`config.mk`:
```
export PLATFORM = sky130hd
export DESIGN_NAME = tsr_routing
export DESIGN_NICKNAME = d
export VERILOG_FILES = /design/src/rtl/tsr_pkg.sv /design/src/rtl/tsr_routing.sv
export SDC_FILE = /design/constraint.sdc
export NUM_CORES = 1
export LEC_CHECK = 0
export BUFFER_PORTS_ARGS = -buffer_cell sky130_fd_sc_hd__clkbuf_2
export CORE_UTILIZATION = 60
export CTS_CLUSTER_SIZE = 28
export DETAILED_ROUTE_END_ITERATION = 10
export PLACE_DENSITY = 0.78
export RECOVER_POWER = 50
export REMOVE_ABC_BUFFERS = 1
export SETUP_SLACK_MARGIN = 0.2
export SYNTH_ARGS = -nofsm -noshare
export SYNTH_HDL_FRONTEND = slang
export SYNTH_SLANG_ARGS = --single-unit
```
`constraint.sdc`:
```
create_clock -name clk -period 3 [get_ports clk]
set_input_delay 0.3 -clock clk [delete_from_list [all_inputs] [get_ports clk]]
set_output_delay 0.3 -clock clk [all_outputs]
set_load 0.01 [all_outputs]
```
`src/rtl/tsr_pkg.sv`:
```
// Shared constants and types for the terminal signal routing block
`default_nettype none
package tsr_pkg;
	// ------------------------------------------------------------
	// Sizes
	// ------------------------------------------------------------
	localparam int N_DI = 6;
	localparam int N_IN = 7;
	localparam int N_CMD = 8;
	localparam int N_DO = 3;
	localparam int AW = 6;
	localparam int DW = 16;
	localparam int CW = 16;
	// ------------------------------------------------------------
	// Timing
	// ------------------------------------------------------------
	localparam int CLK_PERIOD_NS = 8;
	localparam int TICK_NS = 1000;
	localparam int TICK_CYC = (TICK_NS + CLK_PERIOD_NS - 1) / CLK_PERIOD_NS;
	localparam logic [7:0] TICK_LAST = 8'(TICK_CYC - 1);
	// ------------------------------------------------------------
	// Register indices (word addresses)
	// ------------------------------------------------------------
	localparam logic [AW-1:0] REG_INPUT_STATUS = 6'h00;
	localparam logic [AW-1:0] REG_DRV_STATUS = 6'h01;
	localparam logic [AW-1:0] REG_DRV_STATUS_TWO = 6'h02;
	localparam logic [AW-1:0] REG_PRESET = 6'h03;
	localparam logic [AW-1:0] REG_DEBOUNCE = 6'h04;
	localparam logic [AW-1:0] REG_OUT_INVERT = 6'h05;
	localparam logic [AW-1:0] REG_SAFE_CTRL = 6'h06;
	localparam logic [AW-1:0] REG_DISC_TOL = 6'h07;
	localparam logic [AW-1:0] REG_IRQ_STATUS = 6'h08;
	localparam logic [AW-1:0] REG_IRQ_CLEAR = 6'h09;
	localparam logic [AW-1:0] REG_IRQ_ENABLE = 6'h0A;
	localparam logic [AW-1:0] REG_CMD_SRC_BASE = 6'h10;
	localparam logic [AW-1:0] REG_OUT_SRC_BASE = 6'h18;
	// ------------------------------------------------------------
	// Fields, encodings and reset values
	// ------------------------------------------------------------
	localparam logic [3:0] SRC_WORD_OFF = 4'h0;
	localparam logic [3:0] SRC_WORD_IN = 4'h1;
	localparam logic [3:0] SRC_WORD_DRV = 4'h2;
	localparam logic [3:0] SRC_WORD_DRV_TWO = 4'h3;
	localparam logic [3:0] DRV_FAULT_BIT = 4'h3;
	localparam logic [7:0] PRESET_FAILSAFE = 8'h02;
	localparam logic [7:0] PRESET_RST = 8'h00;
	localparam int SAFE_A = 4;
	localparam int SAFE_B = 5;
	localparam int SAFE_CTRL_STO_EN = 0;
	localparam int EV_DISCREPANCY = 0;
	localparam int EV_STO_SELECT = 1;
	localparam int EV_INPUT_CHANGE = 2;
	localparam int N_EV = 3;
	localparam logic [CW-1:0] DEBOUNCE_RST = 16'h0003;
	localparam logic [CW-1:0] DISC_TOL_RST = 16'h01F4;
	// ------------------------------------------------------------
	// Carriers
	// ------------------------------------------------------------
	typedef struct packed {
		logic [3:0] word;
		logic [3:0] bitn;
	} tsr_sel_t;
	localparam tsr_sel_t SEL_OFF = '{word: SRC_WORD_OFF, bitn: 4'h0};
	localparam tsr_sel_t SEL_DRV_FAULT = '{word: SRC_WORD_DRV, bitn: DRV_FAULT_BIT};
	typedef struct packed {
		logic [15:0] drv;
		logic [15:0] drv_two;
	} tsr_status_t;
endpackage
`default_nettype wire

```
`src/rtl/tsr_routing.sv`:
```
// Terminal signal routing: input sampling, command/output routing, fail-safe pair
//
// Contract
// RULE1 - Terminal writes replace preset routing
// RULE2 - Every command sink has a source selector
// RULE3 - Selector is word number plus bit index
// RULE4 - Configurable debounce on digital inputs
// RULE5 - Analog input usable as extra digital input
// RULE6 - Preset two pairs inputs four, five
// RULE7 - Both safe channels same level, high deselects
// RULE8 - Channel mismatch raises a fault
// RULE9 - Safe torque off needs configuration enable
// RULE10 - Output selector; zero holds output inactive
// RULE11 - Drive fault bit routable to output
// RULE12 - Per-output inversion of routed bit
// RULE13 - Mismatch flagged after tolerance time only
//
// The implementer's own choices: the plain strobed port and the register offsets.
`default_nettype none
module tsr_routing
	import tsr_pkg::*;
(
	// Clock, reset, enable
	input wire logic clk,
	input wire logic rstn,
	input wire logic ce,
	// Register port
	input wire logic [AW-1:0] reg_addr,
	input wire logic [DW-1:0] reg_wdata,
	input wire logic reg_wr,
	input wire logic reg_rd,
	output logic [DW-1:0] reg_rdata,
	// Terminal pins
	input wire logic [N_DI-1:0] terminal_in,
	input wire logic analog_in_digital,
	output logic [N_DO-1:0] terminal_out,
	// Drive side
	input wire tsr_status_t drive_status,
	output logic [N_CMD-1:0] drive_cmd,
	output logic safe_torque_off,
	output logic safe_input_fault,
	output logic irq
);
	// ------------------------------------------------------------
	// Source selection
	// ------------------------------------------------------------
	function automatic logic pick_bit(input tsr_sel_t sel, input logic [N_IN-1:0] inw,
		input tsr_status_t st);
		logic r;
		r = 1'b0;
		case (sel.word) // RULE3
			SRC_WORD_IN:
				if (int'(sel.bitn) < N_IN)
					r = inw[sel.bitn[2:0]];
			SRC_WORD_DRV:
				r = st.drv[sel.bitn]; // RULE11
			SRC_WORD_DRV_TWO:
				r = st.drv_two[sel.bitn];
			default:
				r = 1'b0; // RULE10
		endcase
		return r;
	endfunction

	// ------------------------------------------------------------
	// Register write decode
	// ------------------------------------------------------------
	logic wr_en;
	logic rd_en;
	assign wr_en = ce & reg_wr;
	assign rd_en = ce & reg_rd;

	logic [7:0] preset_r;
	logic [CW-1:0] debounce_r;
	logic [N_DO-1:0] out_invert_r;
	logic sto_enable_r;
	logic [CW-1:0] disc_tol_r;
	logic [N_EV-1:0] irq_status_r;
	logic [N_EV-1:0] irq_enable_r;
	tsr_sel_t cmd_src_r [N_CMD];
	tsr_sel_t out_src_r [N_DO];
	logic preset_load;
	assign preset_load = wr_en && reg_addr == REG_PRESET;

	always_ff @(posedge clk)
	begin
		if (!rstn)
		begin
			preset_r <= PRESET_RST;
			debounce_r <= DEBOUNCE_RST;
			out_invert_r <= '0;
			sto_enable_r <= 1'b0;
			disc_tol_r <= DISC_TOL_RST;
			irq_enable_r <= '0;
		end
		else if (wr_en)
		begin
			case (reg_addr)
				REG_PRESET:
					preset_r <= reg_wdata[7:0];
				REG_DEBOUNCE:
					debounce_r <= reg_wdata;
				REG_OUT_INVERT:
					out_invert_r <= reg_wdata[N_DO-1:0];
				REG_SAFE_CTRL:
					sto_enable_r <= reg_wdata[SAFE_CTRL_STO_EN];
				REG_DISC_TOL:
					disc_tol_r <= reg_wdata;
				REG_IRQ_ENABLE:
					irq_enable_r <= reg_wdata[N_EV-1:0];
				default:
					;
			endcase
		end
	end

	// Preset write reloads the output map, and the command map only if its value changes; a later selector write overrides one entry
	genvar gi;
	generate
		for (gi = 0; gi < N_CMD; gi++)
		begin : g_cmd_src
			tsr_sel_t def_sel;
			always_comb
			begin
				def_sel = SEL_OFF;
				if (gi < N_DI)
					def_sel = '{word: SRC_WORD_IN, bitn: 4'(gi)};
				if ((gi == SAFE_A || gi == SAFE_B) && preset_r == PRESET_FAILSAFE)
					def_sel = SEL_OFF;
			end
			always_ff @(posedge clk)
			begin
				if (!rstn)
					cmd_src_r[gi] <= '{word: SRC_WORD_IN, bitn: 4'(gi % N_DI)};
				else if (wr_en && reg_addr == REG_CMD_SRC_BASE + AW'(gi))
					cmd_src_r[gi] <= tsr_sel_t'(reg_wdata[7:0]); // RULE1 RULE2
				else if (preset_load && reg_wdata[7:0] != preset_r)
					cmd_src_r[gi] <= def_sel;
			end
		end
		for (gi = 0; gi < N_DO; gi++)
		begin : g_out_src
			always_ff @(posedge clk)
			begin
				if (!rstn)
					out_src_r[gi] <= (gi == 0) ? SEL_DRV_FAULT : SEL_OFF;
				else if (wr_en && reg_addr == REG_OUT_SRC_BASE + AW'(gi))
					out_src_r[gi] <= tsr_sel_t'(reg_wdata[7:0]); // RULE1 RULE10
				else if (preset_load)
					out_src_r[gi] <= (gi == 0) ? SEL_DRV_FAULT : SEL_OFF;
			end
		end
	endgenerate

	// ------------------------------------------------------------
	// Microsecond tick for debounce and tolerance timing
	// ------------------------------------------------------------
	logic [7:0] tick_cnt_r;
	logic tick;
	assign tick = ce && tick_cnt_r == TICK_LAST;
	always_ff @(posedge clk)
	begin
		if (!rstn)
			tick_cnt_r <= '0;
		else if (ce)
			tick_cnt_r <= tick ? 8'h00 : tick_cnt_r + 8'h01;
	end

	// ------------------------------------------------------------
	// Input sampling and debounce
	// ------------------------------------------------------------
	logic [N_IN-1:0] pin_all;
	logic [N_IN-1:0] in_filt_r;
	assign pin_all = {analog_in_digital, terminal_in}; // RULE5
	generate
		for (gi = 0; gi < N_IN; gi++)
		begin : g_in
			logic [2:0] sync_r;
			logic lvl_r;
			logic [CW-1:0] cnt_r;
			always_ff @(posedge clk)
			begin
				if (!rstn)
				begin
					sync_r <= '0;
					lvl_r <= 1'b0;
				end
				else if (ce)
				begin
					sync_r <= {sync_r[1:0], pin_all[gi]};
					if (sync_r[1] == sync_r[2])
						lvl_r <= sync_r[2];
				end
			end
			// Counts ticks while the level differs from the filtered one; the first may come after part of a tick
			always_ff @(posedge clk)
			begin
				if (!rstn)
				begin
					cnt_r <= '0;
					in_filt_r[gi] <= 1'b0;
				end
				else if (ce)
				begin
					if (lvl_r == in_filt_r[gi])
						cnt_r <= '0;
					else if (cnt_r >= debounce_r)
					begin
						in_filt_r[gi] <= lvl_r; // RULE4
						cnt_r <= '0;
					end
					else if (tick)
						cnt_r <= cnt_r + 16'h0001;
				end
			end
		end
	endgenerate

	// ------------------------------------------------------------
	// Fail-safe input pair
	// ------------------------------------------------------------
	logic fs_mode;
	logic chan_a;
	logic chan_b;
	logic [CW-1:0] disc_cnt_r;
	logic disc_fault_r;
	logic sto_sel_r;
	assign fs_mode = preset_r == PRESET_FAILSAFE; // RULE6
	assign chan_a = in_filt_r[SAFE_A];
	assign chan_b = in_filt_r[SAFE_B];

	// Short skew between contacts is normal; only a lasting mismatch is a fault
	always_ff @(posedge clk)
	begin
		if (!rstn)
		begin
			disc_cnt_r <= '0;
			disc_fault_r <= 1'b0;
		end
		else if (ce)
		begin
			if (!fs_mode || chan_a == chan_b)
			begin
				disc_cnt_r <= '0;
				disc_fault_r <= 1'b0;
			end
			else if (disc_cnt_r >= disc_tol_r)
				disc_fault_r <= 1'b1; // RULE8 RULE13
			else if (tick)
				disc_cnt_r <= disc_cnt_r + 16'h0001; // RULE13
		end
	end

	// Low on either channel selects; a mismatch also fails safe
	always_ff @(posedge clk)
	begin
		if (!rstn)
			sto_sel_r <= 1'b0;
		else if (ce)
			sto_sel_r <= fs_mode && sto_enable_r && !(chan_a && chan_b); // RULE7 RULE9
	end

	// ------------------------------------------------------------
	// Command and output routing
	// ------------------------------------------------------------
	logic [N_CMD-1:0] cmd_r;
	logic [N_DO-1:0] dout_r;
	generate
		for (gi = 0; gi < N_CMD; gi++)
		begin : g_cmd
			always_ff @(posedge clk)
			begin
				if (!rstn)
					cmd_r[gi] <= 1'b0;
				else if (ce)
					cmd_r[gi] <= pick_bit(cmd_src_r[gi], in_filt_r, drive_status); // RULE2
			end
		end
		for (gi = 0; gi < N_DO; gi++)
		begin : g_do
			always_ff @(posedge clk)
			begin
				if (!rstn)
					dout_r[gi] <= 1'b0;
				else if (ce)
					dout_r[gi] <= (out_src_r[gi] != SEL_OFF) &&
						(pick_bit(out_src_r[gi], in_filt_r, drive_status)
						^ out_invert_r[gi]); // RULE10 RULE12
			end
		end
	endgenerate

	// ------------------------------------------------------------
	// Events and interrupt
	// ------------------------------------------------------------
	logic [N_IN-1:0] in_prev_r;
	logic disc_prev_r;
	logic sto_prev_r;
	logic [N_EV-1:0] ev;
	logic [N_EV-1:0] clr;
	logic irq_r;
	always_comb
	begin
		ev = '0;
		ev[EV_DISCREPANCY] = disc_fault_r && !disc_prev_r;
		ev[EV_STO_SELECT] = sto_sel_r && !sto_prev_r;
		ev[EV_INPUT_CHANGE] = in_filt_r != in_prev_r;
	end
	assign clr = (wr_en && reg_addr == REG_IRQ_CLEAR) ? reg_wdata[N_EV-1:0] : '0;

	always_ff @(posedge clk)
	begin
		if (!rstn)
		begin
			in_prev_r <= '0;
			disc_prev_r <= 1'b0;
			sto_prev_r <= 1'b0;
			irq_status_r <= '0;
			irq_r <= 1'b0;
		end
		else if (ce)
		begin
			in_prev_r <= in_filt_r;
			disc_prev_r <= disc_fault_r;
			sto_prev_r <= sto_sel_r;
			// Set beats clear in the same cycle
			irq_status_r <= (irq_status_r & ~clr) | ev;
			irq_r <= |(((irq_status_r & ~clr) | ev) & irq_enable_r);
		end
	end

	// ------------------------------------------------------------
	// Read port
	// ------------------------------------------------------------
	logic [DW-1:0] rdata_r;
	logic [DW-1:0] rd_mux;
	always_comb
	begin
		rd_mux = '0;
		if (reg_addr >= REG_CMD_SRC_BASE && reg_addr < REG_CMD_SRC_BASE + AW'(N_CMD))
			rd_mux[7:0] = cmd_src_r[3'(reg_addr - REG_CMD_SRC_BASE)];
		else if (reg_addr >= REG_OUT_SRC_BASE && reg_addr < REG_OUT_SRC_BASE + AW'(N_DO))
			rd_mux[7:0] = out_src_r[2'(reg_addr - REG_OUT_SRC_BASE)];
		else
		begin
			case (reg_addr)
				REG_INPUT_STATUS:
					rd_mux[N_IN-1:0] = in_filt_r;
				REG_DRV_STATUS:
					rd_mux = drive_status.drv;
				REG_DRV_STATUS_TWO:
					rd_mux = drive_status.drv_two;
				REG_PRESET:
					rd_mux[7:0] = preset_r;
				REG_DEBOUNCE:
					rd_mux = debounce_r;
				REG_OUT_INVERT:
					rd_mux[N_DO-1:0] = out_invert_r;
				REG_SAFE_CTRL:
					rd_mux[SAFE_CTRL_STO_EN] = sto_enable_r;
				REG_DISC_TOL:
					rd_mux = disc_tol_r;
				REG_IRQ_STATUS:
					rd_mux[N_EV-1:0] = irq_status_r;
				REG_IRQ_ENABLE:
					rd_mux[N_EV-1:0] = irq_enable_r;
				default:
					rd_mux = '0;
			endcase
		end
	end

	// Data valid only in the cycle after the strobe
	always_ff @(posedge clk)
	begin
		if (!rstn)
			rdata_r <= '0;
		else if (ce)
			rdata_r <= rd_en ? rd_mux : '0;
	end

	// ------------------------------------------------------------
	// Outputs
	// ------------------------------------------------------------
	assign reg_rdata = rdata_r;
	assign terminal_out = dout_r;
	assign drive_cmd = cmd_r;
	assign safe_torque_off = sto_sel_r;
	assign safe_input_fault = disc_fault_r;
	assign irq = irq_r;
endmodule
`default_nettype wire

```
== After elaboration in Yosys (flattened, before gate mapping) ==
Memory sizes are Yosys's and may differ from the RTL's.
Cells that the tools add are included.
Widths: inputs -> output; s select.
Word-level totals
  memories kept: 2
  memory bits (writable): 88
  bits of input ports: 66
  register bits after elaboration: 260
Memories
  cmd_src_r: words 8, bits a word 8, read ports 9, clocked after memory_dff 0, write ports 8, RTL line tsr_routing.sv:80  | tsr_sel_t cmd_src_r [N_CMD];
  out_src_r: words 3, bits a word 8, read ports 4, clocked after memory_dff 0, write ports 3, RTL line tsr_routing.sv:81  | tsr_sel_t out_src_r [N_DO];
Cells by class
  equal/unequal tests: 74
  muxes and demuxes: 225
  bitwise gates (word level): 38
  reductions and logical operators: 73
  add/sub/neg operators: 11
  order comparisons: 45
Operators by type and width (number)
  $mux 16: 25
  $mux 8: 27
  $add 16x1->16 const B: 8
  $ge 16x16->1: 8
  $mux 1: 121
  $bmux 1 s4: 22
  $eq 4x2->1 const B: 22
  $eq 6x5->1 const B: 11
  $lt 4x5->1 const B: 11
  $eq 4x1->1 const B: 11
  $lt 3x4->1 const B: 11
  $lt 4x3->1 const B: 11
  $reduce_and 2->1: 21
  $bmux 1 s3: 11
  $pmux 1 s3: 11
  $pmux 8 s4: 1
  $logic_and 1x1->1: 25
  $eq 6x3->1 const B: 4
  $pmux 4 s6: 1
  $reduce_and 3->1: 8
  $reduce_bool 8->1: 3
  $or 1x1->1: 22
  $reduce_bool 3->1: 7
  $eq 6x4->1 const B: 3
  other kinds (29): 61

== Longest topological paths before layout ==
An unclocked memory read counts as a cell.
  word-level depth: 9
  mapped depth: 11

== Least setup slack after synthesis ==
No wires, ideal clock.
  path type: flip-flop to flip-flop
  start point: register debounce_r[13]
  end point: register g_in[2].cnt_r[10]
  stages on the path, launching flop included: 12
  period minus slack after synthesis: 2502 ps
  path slack: 498 ps
  path buffers: 2
  arrival: 2445 ps
  cells stage by stage: dfxtp_1 -> inv_1 -> ha_1 -> a21o_1 -> a21o_1 -> a21oi_1 -> o21ai_0 -> or4_1 -> clkbuf_1 -> clkbuf_1 -> o21bai_1 -> a21o_1
On the way
  longest elaborated chain between the ends: 3
RTL lines
  from (decl): RTL line tsr_routing.sv:74  | logic [CW-1:0] debounce_r;
  from (signal assigned): RTL line tsr_routing.sv:102  | debounce_r <= reg_wdata;
  $ge 16x16->1 *: RTL line tsr_routing.sv:207  | else if (cnt_r >= debounce_r)
  $reduce_bool 3->1 (no source line) or $mux 16 (tied branches)
  $reduce_and 2->1 (no source line) or $mux 16 (tied branches)
  to (signal assigned): RTL line tsr_routing.sv:213  | cnt_r <= cnt_r + 16'h0001;
  to (decl): RTL line tsr_routing.sv:180  | logic [CW-1:0] cnt_r;
Every way passes the cells marked *; elsewhere a longest branch is shown, timed or not.
A chain may end at the register's enable or synchronous reset.

== Final worst setup path ==
  start point: input ce
  end point: register in_filt_r[5], in the netlist chan_b
On the way
  longest elaborated chain between the ends: 1
RTL lines
  from (decl): RTL line tsr_routing.sv:26  | input wire logic ce,
  $reduce_and 3->1 (no source line)
  to (signal, indexed assignment): RTL line tsr_routing.sv:209  | in_filt_r[gi] <= lvl_r;
  to (decl): RTL line tsr_routing.sv:173  | logic [N_IN-1:0] in_filt_r;
Every way passes these cells.

==> impl_metrics.json <==
{
  "status": "completed",
  "timing.setup.critical_path_class": "in -> reg",
  "finalPower_mw": 11.1,
  "p_leak_nw": 9.64,
  "worst_path_max_delay_cell": "clkbuf_1",
  "io_buffers": 95,
  "setup_ws_ns": 0.0999,
  "place.gp.congestion": 0.999,
  "ctsLongestPathBuffers": 3,
  "synth-edff-count": 88,
  "initialDrtViolationCount": 2808,
  "fin_crit_ns": 2.90,
  "htreeDepth": 2,
  "skew_ns": 0.0227,
  "grt_pass1_wl_um": 118000,
  "vias": 21400,
  "cts_inserted_buffers": 39,
  "maxCapViolCount": 0,
  "dp.final_hpwl_um": 54300,
  "max-vdd-ir-drop_mv": 0.475,
  "yosys_warnings": 0,
  "r2r_cells": 11,
  "maxSlewHeadroom": 0.0929,
  "cpPeakStageDelay_ns": 0.70,
  "avgSynthCellArea_um2": 9.40,
  "rsz0062_at_grt": "false",
  "grt_pass1_vias": 20700,
  "cts.sinks": 348,
  "p_per_area_mw_per_mm2": 430,
  "postRouteAntennaNets": 0,
  "async_reset_ff_frac": 0,
  "synth_seq_cells": 348,
  "critPathLaunchType": "primary input",
  "route.detailed.drc": 0,
  "drv_slew": 0,
  "finalWirelength_um": 77700,
  "antenna_found_initial": 0,
  "layout-drive-gt1-share": 0.161,
  "critPathMostFrequentCell": "clkbuf_2",
  "cp_max_fo": 24,
  "ys_types": 79,
  "min_path_cells": 3,
  "hold_violations": 0,
  "fin_area_mm2": 0.0257,
  "cts_tree": "built",
  "tightest_slew_ns": 1.36,
  "syn_inst": 2439,
  "required_ns": 3.41,
  "io_pins": 96,
  "synth_area_mm2": 0.0229,
  "setup_violations": 0,
  "fmax_mhz": 345,
  "overflow": 0,
  "clk_pin_slew_ns": 0.06,
  "path_depth": 8,
  "cpLargestDelayFamily": "buffers and inverters",
  "dpl_cell_area_mm2": 0.0243,
  "yosysSeqAreaShare": 0.342,
  "core-area_mm2": 0.0377,
  "syn_to_final_growth_pct": 12.1,
  "first_pass_iters": 9,
  "min_path_type": "in -> reg",
  "grt_usage": 0.400,
  "ys.flop_type": "dfxtp_1",
  "pre_cts_ws_ns": 0.0453,
  "cts_root_buf": "clkbuf_16",
  "fin_crit_sh": 0.967,
  "grt_max_degree": 105,
  "clk_latency_ns": 0.58,
  "cp-end-kind": "flop",
  "worst-path-buf-inv": 5,
  "nets": 2732,
  "critPathArrivalTime_ns": 3.31,
  "routedWlPerCell_um": 25.3,
  "die_h_um": 197,
  "die_area_mm2": 0.0390,
  "fill_cells": 2980,
  "start_util": 0.609,
  "via_per_inst": 6.97,
  "rows": 71,
  "die_w_um": 197,
  "path_cells": "clkbuf_1 > buf_4 > inv_2 > clkbuf_2 > clkbuf_2 > nor3_1 > mux2i_1 > nor2_1"
}
through the flow:
step                 util  TNS, ns  hold slack (ns)  instances
floorplan               -  -253.82            0.389       2264
global placement    0.645        0            0.440       2980
detailed placement  0.645        0            0.450       2980
CTS                 0.682        0         0.000555       3062
global route        0.683        0           0.0132       3068
finish              0.683        0           0.0175       3069
power breakdown:
part | switching [mW] | internal, mW | leakage (nW) | total, mW
combinational | 0.647 | 0.505 | 6.07 | 1.15
sequential | 0.168 | 4.89 | 2.94 | 5.06
clock | 2.07 | 2.78 | 0.631 | 4.85
total | 2.88 | 8.18 | 9.64 | 11.1
cells in the final DEF (no fill, tap or decap), types with 43 or more instances in the layout:
master,netlist,layout
nand2_1,260,260
nor2_1,166,163
o21ai_0,73,73
mux4_2,132,132
a21oi_1,136,135
clkbuf_2,0,66
inv_1,68,66
nor3_1,65,62
dfxtp_1,260,260
clkbuf_16,0,43
mux2i_1,95,95
nand3_1,115,115
ha_1,139,139
edfxtp_1,88,88
clkbuf_1,144,51
buf_4,0,97
a22oi_1,46,46
nand4_1,46,46
repair_timing:
| action | 4_1_cts | 5_1_grt |
|---|---|---|
| hold buffers | 11 | 0 |
| gates resized for setup | 4 | 20 |
| pin swaps | 0 | 4 |
| setup endpoints to repair | 13 | 44 |
| cloned | 0 | 0 |
| hold endpoints to repair | 13 | 0 |
| buffers inserted | 0 | 6 |
cells in the mapped netlist, types with 31 or more instances:
library cell / instances / area (µm²)
a21o_1: 31 / 233
a21oi_1: 136 / 681
a22oi_1: 46 / 345
a31oi_1: 33 / 206
and2_1: 63 / 394
clkbuf_1: 144 / 541
dfxtp_1: 260 / 5200
edfxtp_1: 88 / 2640
ha_1: 139 / 1740
inv_1: 68 / 255
mux2i_1: 95 / 951
mux4_2: 132 / 2970
nand2_1: 260 / 976
nand3_1: 115 / 576
nand4_1: 46 / 288
nor2_1: 166 / 623
nor3_1: 65 / 325
o21ai_0: 73 / 365
o21ai_1: 41 / 205
xnor2_1: 38 / 333
registers in the layout, summed over array words and instances (netlist names), 3 cells and up:
register / count
disc_tol_r: 16
tick_cnt_r: 8
preset_r: 8
reg_rdata: 16
g_in.lvl_r: 7
irq_status_r: 3
debounce_r: 16
g_in.sync_r: 21
out_src_r: 24
out_invert_r: 3
g_in.cnt_r: 112
cmd_src_r: 64
in_filt_r: 5
irq_enable_r: 3
disc_cnt_r: 16
in_prev_r: 7
drive_cmd: 8
terminal_out: 3
routing by layer:
layer,track usage,up-vias,wire [µm]
met5,0.00511,-,45
met1,0.505,10200,29000
li1,-,9385,-
met4,0.195,2,4510
met2,0.597,1452,33100
met3,0.158,399,11000
final timing paths:
kind         slack [ns]                        endpoint                            from
max reg2reg        0.33  g_in[2].cnt_r[10]$_SDFFE_PN0P_      debounce_r[5]$_SDFFE_PN0P_
max                 0.1             chan_b$_SDFFE_PN0P_                              ce
min                0.02  g_in[0].sync_r[0]$_SDFFE_PN0P_                  terminal_in[0]
min reg2reg        0.45      g_in[4].lvl_r$_SDFFE_PN0P_  g_in[4].sync_r[2]$_SDFFE_PN0P_
cell type report:
cell class              instances  area (µm²)  share of cell area
clock buffers                  55        1150              0.0448
inverters                      71         268              0.0104
flip-flops and latches        348        7850               0.305
diodes                          1        2.50           0.0000973
multi-input cells            1845       14300               0.555
clock inverters                16         119             0.00462
repair buffers                222        1420              0.0554
well taps                     511         639              0.0249
worst min-delay path: stages:
cell and delay [ns]:
clkbuf_2 0.08, mux2i_1 0.07, nor2_1 0.09
logic make-up after synthesis:
| family | count (synthesis) | synth area share |
|---|---|---|
| buf+inv | 246 | 0.0409 |
| fa+ha+maj | 139 | 0.0758 |
| compound gates | 536 | 0.154 |
| xor+xnor | 60 | 0.0229 |
| simple gates | 868 | 0.186 |
| mux | 242 | 0.178 |
| flops | 348 | 0.342 |
No activity file was read; power rests on OpenSTA's default activity.
